==> src/ccwp_pkg.sv <==
// Constants shared by the cycle counter, supervisory timer and divider
package ccwp_pkg;

  // ----------------------------------------------------------------
  // Register map (byte addresses, low address bits only)
  // ----------------------------------------------------------------
  localparam int          ADDR_W       = 8;
  localparam logic [7:0]  ADDR_CFG     = 8'h00;
  localparam logic [7:0]  ADDR_COUNTER = 8'h04;
  localparam logic [7:0]  ADDR_SUPV    = 8'h08;
  localparam logic [7:0]  ADDR_STATUS  = 8'h0c;
  localparam logic [7:0]  ADDR_MASK    = 8'h10;
  localparam logic [7:0]  ADDR_SUPV_CNT = 8'h14;

  // ----------------------------------------------------------------
  // Field layouts and reset values
  // ----------------------------------------------------------------
  localparam int          CFG_SRC_BIT   = 5;
  localparam int          CFG_EDGE_BIT  = 4;
  localparam int          CFG_ASN_BIT   = 3;
  localparam int          CFG_RATIO_LSB = 0;
  localparam int          RATIO_W       = 3;
  localparam logic [7:0]  CFG_MASK      = 8'h3f;
  localparam logic [7:0]  CFG_RST       = 8'h0f;
  localparam int          SUPV_EN_BIT   = 0;
  localparam int          SUPV_KICK_BIT = 1;
  localparam int          STS_SUPV_BIT  = 0;
  localparam logic [7:0]  CNT_MAX       = 8'hff;
  localparam logic [1:0]  HTRANS_NONSEQ = 2'b10;
  localparam logic        HRESP_OKAY    = 1'b0;

  // ----------------------------------------------------------------
  // Timing
  // ----------------------------------------------------------------
  localparam int          CLK_PERIOD_NS = 5;
  localparam int          SUPV_BASE_NS  = 5000;
  localparam int          SUPV_BASE_CYC = SUPV_BASE_NS / CLK_PERIOD_NS;
  localparam int          WDIV_W        = 16;

endpackage : ccwp_pkg

==> src/ccwp_div_if.sv <==
// Link between the counter logic and the shared divider
`timescale 1ns/1ps
interface ccwp_div_if;
  logic       in_tick;
  logic       clear;
  logic [2:0] ratio;
  logic       out_tick;

  modport owner   (output in_tick, output clear, output ratio, input out_tick);
  modport divider (input in_tick, input clear, input ratio, output out_tick);
endinterface : ccwp_div_if

==> src/ccwp_divider.sv <==
// Shared 8-bit programmable divider, 1:2 to 1:256
`timescale 1ns/1ps
module ccwp_divider
  import ccwp_pkg::*;
#(
  parameter int DIV_W = 8
) (
  // Clock and reset
  input  wire logic hclk,
  input  wire logic hresetn,
  // Divider link
  ccwp_div_if.divider dv
);

  typedef struct packed {
    logic [DIV_W-1:0] cnt;
    logic             tick;
  } ccwp_div_s;

  ccwp_div_s s_reg;
  ccwp_div_s s_next;

  // ----------------------------------------------------------------
  // Ratio decode
  // ----------------------------------------------------------------
  // Mask of 2^(ratio+1)-1; ratio 7 covers the whole count
  function automatic logic [DIV_W-1:0] ratio_mask(input logic [2:0] r);
    ratio_mask = DIV_W'((2 << r) - 1);
  endfunction : ratio_mask

  // Count input ticks, emit one tick per full ratio period
  always_comb begin
    s_next      = s_reg;
    s_next.tick = 1'b0;
    if (dv.clear) begin
      s_next.cnt = '0;
    end else if (dv.in_tick) begin
      s_next.cnt  = s_reg.cnt + DIV_W'(1);
      s_next.tick = ((s_reg.cnt & ratio_mask(dv.ratio)) == ratio_mask(dv.ratio));
    end
  end

  // State register; count is never visible to software
  always_ff @(posedge hclk or negedge hresetn) begin
    if (!hresetn) begin
      s_reg <= '0;
    end else begin
      s_reg <= s_next;
    end
  end

  assign dv.out_tick = s_reg.tick;
endmodule : ccwp_divider

==> src/ccwp_cycle_event_counter.sv <==
// Cycle event counter, supervisory timer and shared divider with AHB-Lite registers
`timescale 1ns/1ps
module ccwp_cycle_event_counter
  import ccwp_pkg::*;
#(
  parameter logic [WDIV_W-1:0] SUPV_BASE = WDIV_W'(SUPV_BASE_CYC)
) (
  // Clock and reset
  input  wire logic        hclk,
  input  wire logic        hresetn,
  // AHB-Lite slave
  input  wire logic        hsel,
  input  wire logic [31:0] haddr,
  input  wire logic [1:0]  htrans,
  input  wire logic        hwrite,
  input  wire logic [2:0]  hsize,
  input  wire logic [31:0] hwdata,
  input  wire logic        hready,
  output logic      [31:0] hrdata,
  output logic             hreadyout,
  output logic             hresp,
  // External count pin
  input  wire logic        count_pin,
  // Core interface
  input  wire logic        return_add_work_to_counter,
  input  wire logic [7:0]  work_value,
  output logic             rollover_req,
  output logic             supv_reset_req,
  output logic             irq
);

  // ----------------------------------------------------------------
  // State
  // ----------------------------------------------------------------
  typedef struct packed {
    logic [7:0]        cfg;
    logic [7:0]        cnt;
    logic              pin_prev;
    logic              supv_en;
    logic [7:0]        supv_cnt;
    logic [WDIV_W-1:0] supv_div;
    logic              sts;
    logic              msk;
    logic              ap_pend;
    logic              ap_write;
    logic [ADDR_W-1:0] ap_addr;
    logic [31:0]       rdata;
    logic              ready;
    logic              roll;
    logic              supv_req;
    logic              irq;
    logic              div_clr;
  } ccwp_state_s;

  localparam ccwp_state_s ST_RST = '{cfg: CFG_RST, ready: 1'b1, default: '0};

  ccwp_state_s s_reg;
  ccwp_state_s s_next;
  ccwp_div_if  dv ();

  // ----------------------------------------------------------------
  // Helpers
  // ----------------------------------------------------------------
  // Address match for the pending data phase
  function automatic logic hit(input logic [ADDR_W-1:0] a, input logic [7:0] off);
    hit = (a == off);
  endfunction : hit

  logic       take;
  logic       wr;
  logic       wr_cfg;
  logic       wr_cnt;
  logic       wr_supv;
  logic       kick;
  logic       ext_edge;
  logic       src_tick;
  logic       inc;
  logic       base_tick;
  logic       supv_ovf;
  logic       fire;
  logic       asn;
  logic [7:0] cfg_new;

  // Bus request decode; address phase taken only while ready
  assign take    = hsel && hready && (htrans == HTRANS_NONSEQ) && s_reg.ready;
  assign wr      = s_reg.ap_pend && s_reg.ap_write;
  assign wr_cfg  = wr && hit(s_reg.ap_addr, ADDR_CFG);
  assign wr_cnt  = wr && hit(s_reg.ap_addr, ADDR_COUNTER);
  assign wr_supv = wr && hit(s_reg.ap_addr, ADDR_SUPV);
  assign kick    = wr_supv && hwdata[SUPV_KICK_BIT];
  assign cfg_new = hwdata[7:0] & CFG_MASK;
  assign asn     = s_reg.cfg[CFG_ASN_BIT];

  // Count source; pin is synchronous, so edges come from one stored sample
  assign ext_edge = s_reg.cfg[CFG_EDGE_BIT] ? (s_reg.pin_prev && !count_pin)
                                            : (!s_reg.pin_prev && count_pin);
  assign src_tick = s_reg.cfg[CFG_SRC_BIT] ? ext_edge : 1'b1;
  // Divider ahead of the counter only when not given to the timer
  assign inc      = asn ? src_tick : dv.out_tick;

  // Supervisory timer base and its own overflow
  assign base_tick = s_reg.supv_en && (s_reg.supv_div == SUPV_BASE - WDIV_W'(1));
  assign supv_ovf  = base_tick && (s_reg.supv_cnt == CNT_MAX);
  // Divider acts as postscaler when assigned to the timer
  assign fire      = asn ? dv.out_tick : supv_ovf;

  // ----------------------------------------------------------------
  // Divider hookup
  // ----------------------------------------------------------------
  // One input mux, so the divider can never serve both units
  assign dv.in_tick = asn ? supv_ovf : src_tick;
  assign dv.clear   = s_reg.div_clr;
  assign dv.ratio   = s_reg.cfg[CFG_RATIO_LSB +: RATIO_W];

  ccwp_divider #(
    .DIV_W (8)
  ) u_div (
    .hclk    (hclk),
    .hresetn (hresetn),
    .dv      (dv.divider)
  );

  // ----------------------------------------------------------------
  // Next-state logic
  // ----------------------------------------------------------------
  // Bus, counter, timer and interrupt updates
  always_comb begin
    s_next          = s_reg;
    s_next.roll     = 1'b0;
    s_next.supv_req = 1'b0;
    s_next.div_clr  = 1'b0;
    s_next.pin_prev = count_pin;

    // Data phase: one wait cycle so read data comes from a register
    if (s_reg.ap_pend) begin
      s_next.ap_pend = 1'b0;
      s_next.ready   = 1'b1;
      s_next.rdata   = '0;
      if (!s_reg.ap_write) begin
        unique case (1'b1)
          hit(s_reg.ap_addr, ADDR_CFG):      s_next.rdata[7:0] = s_reg.cfg;
          hit(s_reg.ap_addr, ADDR_COUNTER):  s_next.rdata[7:0] = s_reg.cnt;
          hit(s_reg.ap_addr, ADDR_SUPV):     s_next.rdata[SUPV_EN_BIT] = s_reg.supv_en;
          hit(s_reg.ap_addr, ADDR_STATUS):   s_next.rdata[STS_SUPV_BIT] = s_reg.sts;
          hit(s_reg.ap_addr, ADDR_MASK):     s_next.rdata[STS_SUPV_BIT] = s_reg.msk;
          hit(s_reg.ap_addr, ADDR_SUPV_CNT): s_next.rdata[7:0] = s_reg.supv_cnt;
          default:                           s_next.rdata = '0;
        endcase
      end
    end
    if (take) begin
      s_next.ap_pend  = 1'b1;
      s_next.ap_write = hwrite;
      s_next.ap_addr  = haddr[ADDR_W-1:0];
      s_next.ready    = 1'b0;
    end

    // Configuration; reassigning the divider restarts it cleanly
    if (wr_cfg) begin
      s_next.cfg = cfg_new;
      if (cfg_new[CFG_ASN_BIT] != asn) begin
        s_next.div_clr = 1'b1;
      end
    end
    if (wr && hit(s_reg.ap_addr, ADDR_MASK)) begin
      s_next.msk = hwdata[STS_SUPV_BIT];
    end
    if (wr_supv) begin
      s_next.supv_en = hwdata[SUPV_EN_BIT];
    end

    // Counter: software load beats return-add, which takes the plain count into its sum
    if (wr_cnt) begin
      s_next.cnt = hwdata[7:0];
      if (!asn) begin
        s_next.div_clr = 1'b1;
      end
    end else if (return_add_work_to_counter) begin
      s_next.cnt = s_reg.cnt + work_value + {7'h00, inc};
    end else if (inc) begin
      s_next.cnt  = s_reg.cnt + 8'h01;
      s_next.roll = (s_reg.cnt == CNT_MAX);
    end

    // Supervisory timer; a kick restarts base, count and its divider
    if (kick) begin
      s_next.supv_cnt = '0;
      s_next.supv_div = '0;
      if (asn) begin
        s_next.div_clr = 1'b1;
      end
    end else if (s_reg.supv_en) begin
      s_next.supv_div = base_tick ? '0 : s_reg.supv_div + WDIV_W'(1);
      if (base_tick) begin
        s_next.supv_cnt = s_reg.supv_cnt + 8'h01;
      end
    end else begin
      s_next.supv_div = '0;
    end
    s_next.supv_req = fire;

    // Sticky expiry flag: a new event wins over a write-one clear
    if (wr && hit(s_reg.ap_addr, ADDR_STATUS) && hwdata[STS_SUPV_BIT]) begin
      s_next.sts = 1'b0;
    end
    if (fire) begin
      s_next.sts = 1'b1;
    end
    s_next.irq = s_next.sts && s_next.msk;
  end

  // ----------------------------------------------------------------
  // State register
  // ----------------------------------------------------------------
  always_ff @(posedge hclk or negedge hresetn) begin
    if (!hresetn) begin
      s_reg <= ST_RST;
    end else begin
      s_reg <= s_next;
    end
  end

  // Outputs other than hresp straight from the state register
  assign hrdata         = s_reg.rdata;
  assign hreadyout      = s_reg.ready;
  assign hresp          = HRESP_OKAY;
  assign rollover_req   = s_reg.roll;
  assign supv_reset_req = s_reg.supv_req;
  assign irq            = s_reg.irq;
endmodule : ccwp_cycle_event_counter

==> config.mk <==
export PLATFORM = sky130hd
export DESIGN_NAME = ccwp_cycle_event_counter
export DESIGN_NICKNAME = d
export VERILOG_FILES = /design/src/ccwp_pkg.sv /design/src/ccwp_div_if.sv /design/src/ccwp_divider.sv /design/src/ccwp_cycle_event_counter.sv
export SDC_FILE = /design/constraint.sdc
export NUM_CORES = 1
export LEC_CHECK = 0
export BUFFER_PORTS_ARGS = -buffer_cell sky130_fd_sc_hd__buf_4
export CAP_MARGIN = 15
export CORE_MARGIN = 3
export CORE_UTILIZATION = 53
export DETAILED_ROUTE_END_ITERATION = 8
export HOLD_SLACK_MARGIN = 0.08
export PLACE_DENSITY = 0.89
export SLEW_MARGIN = 20
export SYNTH_ARGS = -nofsm -noshare
export SYNTH_HDL_FRONTEND = slang
export SYNTH_SLANG_ARGS = --single-unit
export TNS_END_PERCENT = 50
==> constraint.sdc <==
create_clock -name hclk -period 3.7 [get_ports hclk]
set_input_delay 0.74 -clock hclk [delete_from_list [all_inputs] [get_ports hclk]]
set_output_delay 0.74 -clock hclk [all_outputs]
set_load 0.02 [all_outputs]
==> results.sh <==
export IMPL_reg2reg_depth=11
export IMPL_power_mw=2.62
export IMPL_fin_crit_sh_pct=83.9
export IMPL_hold_class="register to register"
export IMPL_vias=3434
export IMPL_path_max_fanout=4
export IMPL_post_cts_buffers=0
export IMPL_hpwlAfterDp_mm=6.72
export IMPL_ys_ff_latch=74
export IMPL_grt_max_degree=75
export IMPL_max_freq_mhz=322
export IMPL_cp_end_kind="register"
export IMPL_drc=0
export IMPL_final_antenna_net_count=0
export IMPL_syn_area_um2=4330
export IMPL_drtIter0Drc=276
export IMPL_final_nets=591
export IMPL_n_antenna_cell=0
export IMPL_cts_buffers=9
export IMPL_cts_max_path_buffers=2
export IMPL_met2_usage_pct=35.8
export IMPL_gp_congestion=0.921
export IMPL_ctsResizeCount=0
export IMPL_arrival_ns=3.35
export IMPL_layout_commonest_cell="dfrtp_1"
export IMPL_startpoint="count_pin"
export IMPL_vias_per_cell=5.72
export IMPL_synth_edf_count=0
export IMPL_cp_required_ns=3.94
export IMPL_maxCapViolations=0
export IMPL_mostFrequentLayoutCells="dfrtp_1, nand2_1, nor2_1"
export IMPL_die_w_um=96.4
export IMPL_path_class="primary input to register"
export IMPL_min_delay_start="hrdata[5]$_DFFE_PN0P_"
export IMPL_h_tree_depth=3
export IMPL_cp_start_kind="primary input"
export IMPL_largest_reg_flops=48
export IMPL_ys_warn_count=0
export IMPL_initial_utilization_pct=55.2
export IMPL_max_slew_margin_pct=39.1
export IMPL_cts_sinks=74
export IMPL_status="finished, final reports clean"
export IMPL_clkSlewWorstSetupHoldPaths_ns=0.08
export IMPL_die_h_um=96.4
export IMPL_whs_endpoint="hrdata[5]$_DFFE_PN0P_"
export IMPL_top_level_ports=121
export IMPL_fillers=625
export IMPL_rsz0062_at_grt="no"
export IMPL_p_leak_nw=2.13
export IMPL_drv_slew=0
export IMPL_routedWlPerCell_um=15.4
export IMPL_postSynthCellCount=461
export IMPL_area_delta_synth_final_pct=10.1
export IMPL_grt_pass1_vias=3325
export IMPL_synth_main_ff_cell="dfrtp_1"
export IMPL_min_path_cells=1
export IMPL_fin_skew_ns=0.0115
export IMPL_holdWs_ns=0.496
export IMPL_async_flop_share_pct=100
export IMPL_clk_latency_ns=0.35
export IMPL_synth_avg_cell_area_um2=9.40
export IMPL_gr_usage_all_layers_pct=21.6
export IMPL_grt_use_met1_pct=28.4
export IMPL_r2r_end="s_reg[82]$_DFFE_PN0P_"
export IMPL_drive_gt1_share_pct=16.9
export IMPL_yosysSeqAreaShare_pct=42.9
export IMPL_grt_pass1_wl_mm=15.7
export IMPL_io_buffers=44
export IMPL_hold_violations=0
export IMPL_cts_tree="done"
export IMPL_cts_hold_buffers_added=0
export IMPL_tns_ns=0
export IMPL_antenna_found_initial=0
export IMPL_vdd_drop_max_mv=0.378
export IMPL_gr_total_overflow=0
export IMPL_cts_root_buf="clkbuf_8"
export IMPL_power_density_nw_per_um2=549
export IMPL_timing_rr_start="s_reg[74]$_DFF_PN0_"
export IMPL_wl_mm=9.23
export IMPL_ys_types=64
export IMPL_finalSetupViolations=0
export IMPL_fin_area_um2=4770
export IMPL_r2r_slack_ns=0.62
export IMPL_tightestPinTransition_ns=0.914
export IMPL_dieArea_um2=9300
export IMPL_use_met3_pct=3.87
export IMPL_core_area_um2=7850
export IMPL_num_rows=32
export IMPL_min_period_ns=3.10
export IMPL_place_area_um2=4570
export IMPL_dr_pass1_iters=7
export IMPL_grt_busiest_layer="met2"
how the worst max path moves through the flow:
stage / to / slack (ns) / cells past startpoint
2_1_floorplan: s_reg[81]$_DFFE_PN0P_ / 0.69 / 12
3_3_place_gp: s_reg[82]$_DFFE_PN0P_ / 0.34 / 12
3_5_place_dp: s_reg[82]$_DFFE_PN0P_ / 0.25 / 12
4_1_cts: s_reg[82]$_DFFE_PN0P_ / 0.62 / 12
5_1_grt: s_reg[82]$_DFFE_PN0P_ / 0.35 / 12
6_report: s_reg[82]$_DFFE_PN0P_ / 0.60 / 12
routing by layer:
| metal | wire, um | vias to the layer above |
|---|---|---|
| met4 | 212 | 0 |
| li1 | - | 1623 |
| met2 | 4550 | 118 |
| met5 | 0 | - |
| met1 | 3990 | 1673 |
| met3 | 475 | 20 |
cells by family after synthesis:
family                   after synthesis  share of synthesized area [%]
buffers and inverters                 55                           8.03
AO/OA/AOI/OAI                         71                           11.8
XOR/XNOR                              37                           7.48
multiplexers                           9                           2.28
other                                  1                         0.0865
flip-flops                            74                           42.9
adder cells (fa/ha/maj)               13                           4.10
AND/OR/NAND/NOR                      201                           23.4
power by group:
group          switching (mW)  total (mW)  internal [mW]  leakage [nW]
clock                   0.299       0.643          0.345         0.101
sequential              0.187        1.13          0.942         0.916
combinational           0.450       0.846          0.396          1.11
worst max-delay path, cell delays in order:
cell	delay, ns
buf_4	0.09
nand2b_1	0.05
o221a_2	0.30
a21o_1	0.27
fa_1	0.43
nor2b_1	0.17
o31ai_1	0.13
a2111oi_0	0.50
o21ai_0	0.15
a31oi_1	0.22
a21boi_0	0.11
o21a_1	0.17
per-stage QoR:
step,util [%],cells,worst slack [ns]
after floorplan,-,485,0.694
after detailed placement,58.2,585,0.254
final,60.8,600,0.596
after CTS,60.8,600,0.616
after global placement,58.2,585,0.340
after global routing,60.8,600,0.354
synth_stat cells, types with 2 or more instances:
| cell | instances | area [um2] |
|---|---|---|
| a211oi_1 | 5 | 37.5 |
| nand4_1 | 8 | 50.1 |
| buf_4 | 35 | 263 |
| buf_2 | 2 | 10.0 |
| nor4_1 | 4 | 25.0 |
| xor2_1 | 25 | 219 |
| clkbuf_1 | 7 | 26.3 |
| nor2b_1 | 7 | 43.8 |
| nor2_1 | 57 | 214 |
| a21oi_1 | 11 | 55.1 |
| o21a_1 | 4 | 30.0 |
| a21o_1 | 2 | 15.0 |
| mux2i_1 | 2 | 20.0 |
| or3_1 | 8 | 50.1 |
| a31oi_1 | 3 | 18.8 |
| nand3b_1 | 3 | 22.5 |
| dfrtp_1 | 69 | 1730 |
| nand2b_1 | 2 | 12.5 |
| a22oi_1 | 3 | 22.5 |
| o211ai_1 | 2 | 15.0 |
| a222oi_1 | 5 | 50.1 |
| o21ai_0 | 15 | 75.1 |
| ha_1 | 11 | 138 |
| nand2_1 | 58 | 218 |
| nand3_1 | 17 | 85.1 |
| o2bb2ai_1 | 7 | 61.3 |
| nor3_1 | 9 | 45.0 |
| inv_1 | 8 | 30.0 |
| mux2_2 | 7 | 78.8 |
| fa_1 | 2 | 40.0 |
| dfstp_2 | 5 | 131 |
| and3_1 | 11 | 68.8 |
| a2111oi_0 | 2 | 17.5 |
| xnor2_1 | 12 | 105 |
| nor3b_1 | 3 | 22.5 |
| a21boi_0 | 2 | 15.0 |
layout make-up:
type	count	area (um2)	area share [%]
inverter	9	33.8	0.708
clock buffer	11	151	3.17
timing repair buffer	44	330	6.92
multi-input combinational	356	2220	46.5
tap	102	128	2.68
clock inverter	4	51.3	1.08
sequential	74	1860	38.9
(Power assumes the default switching activity.)
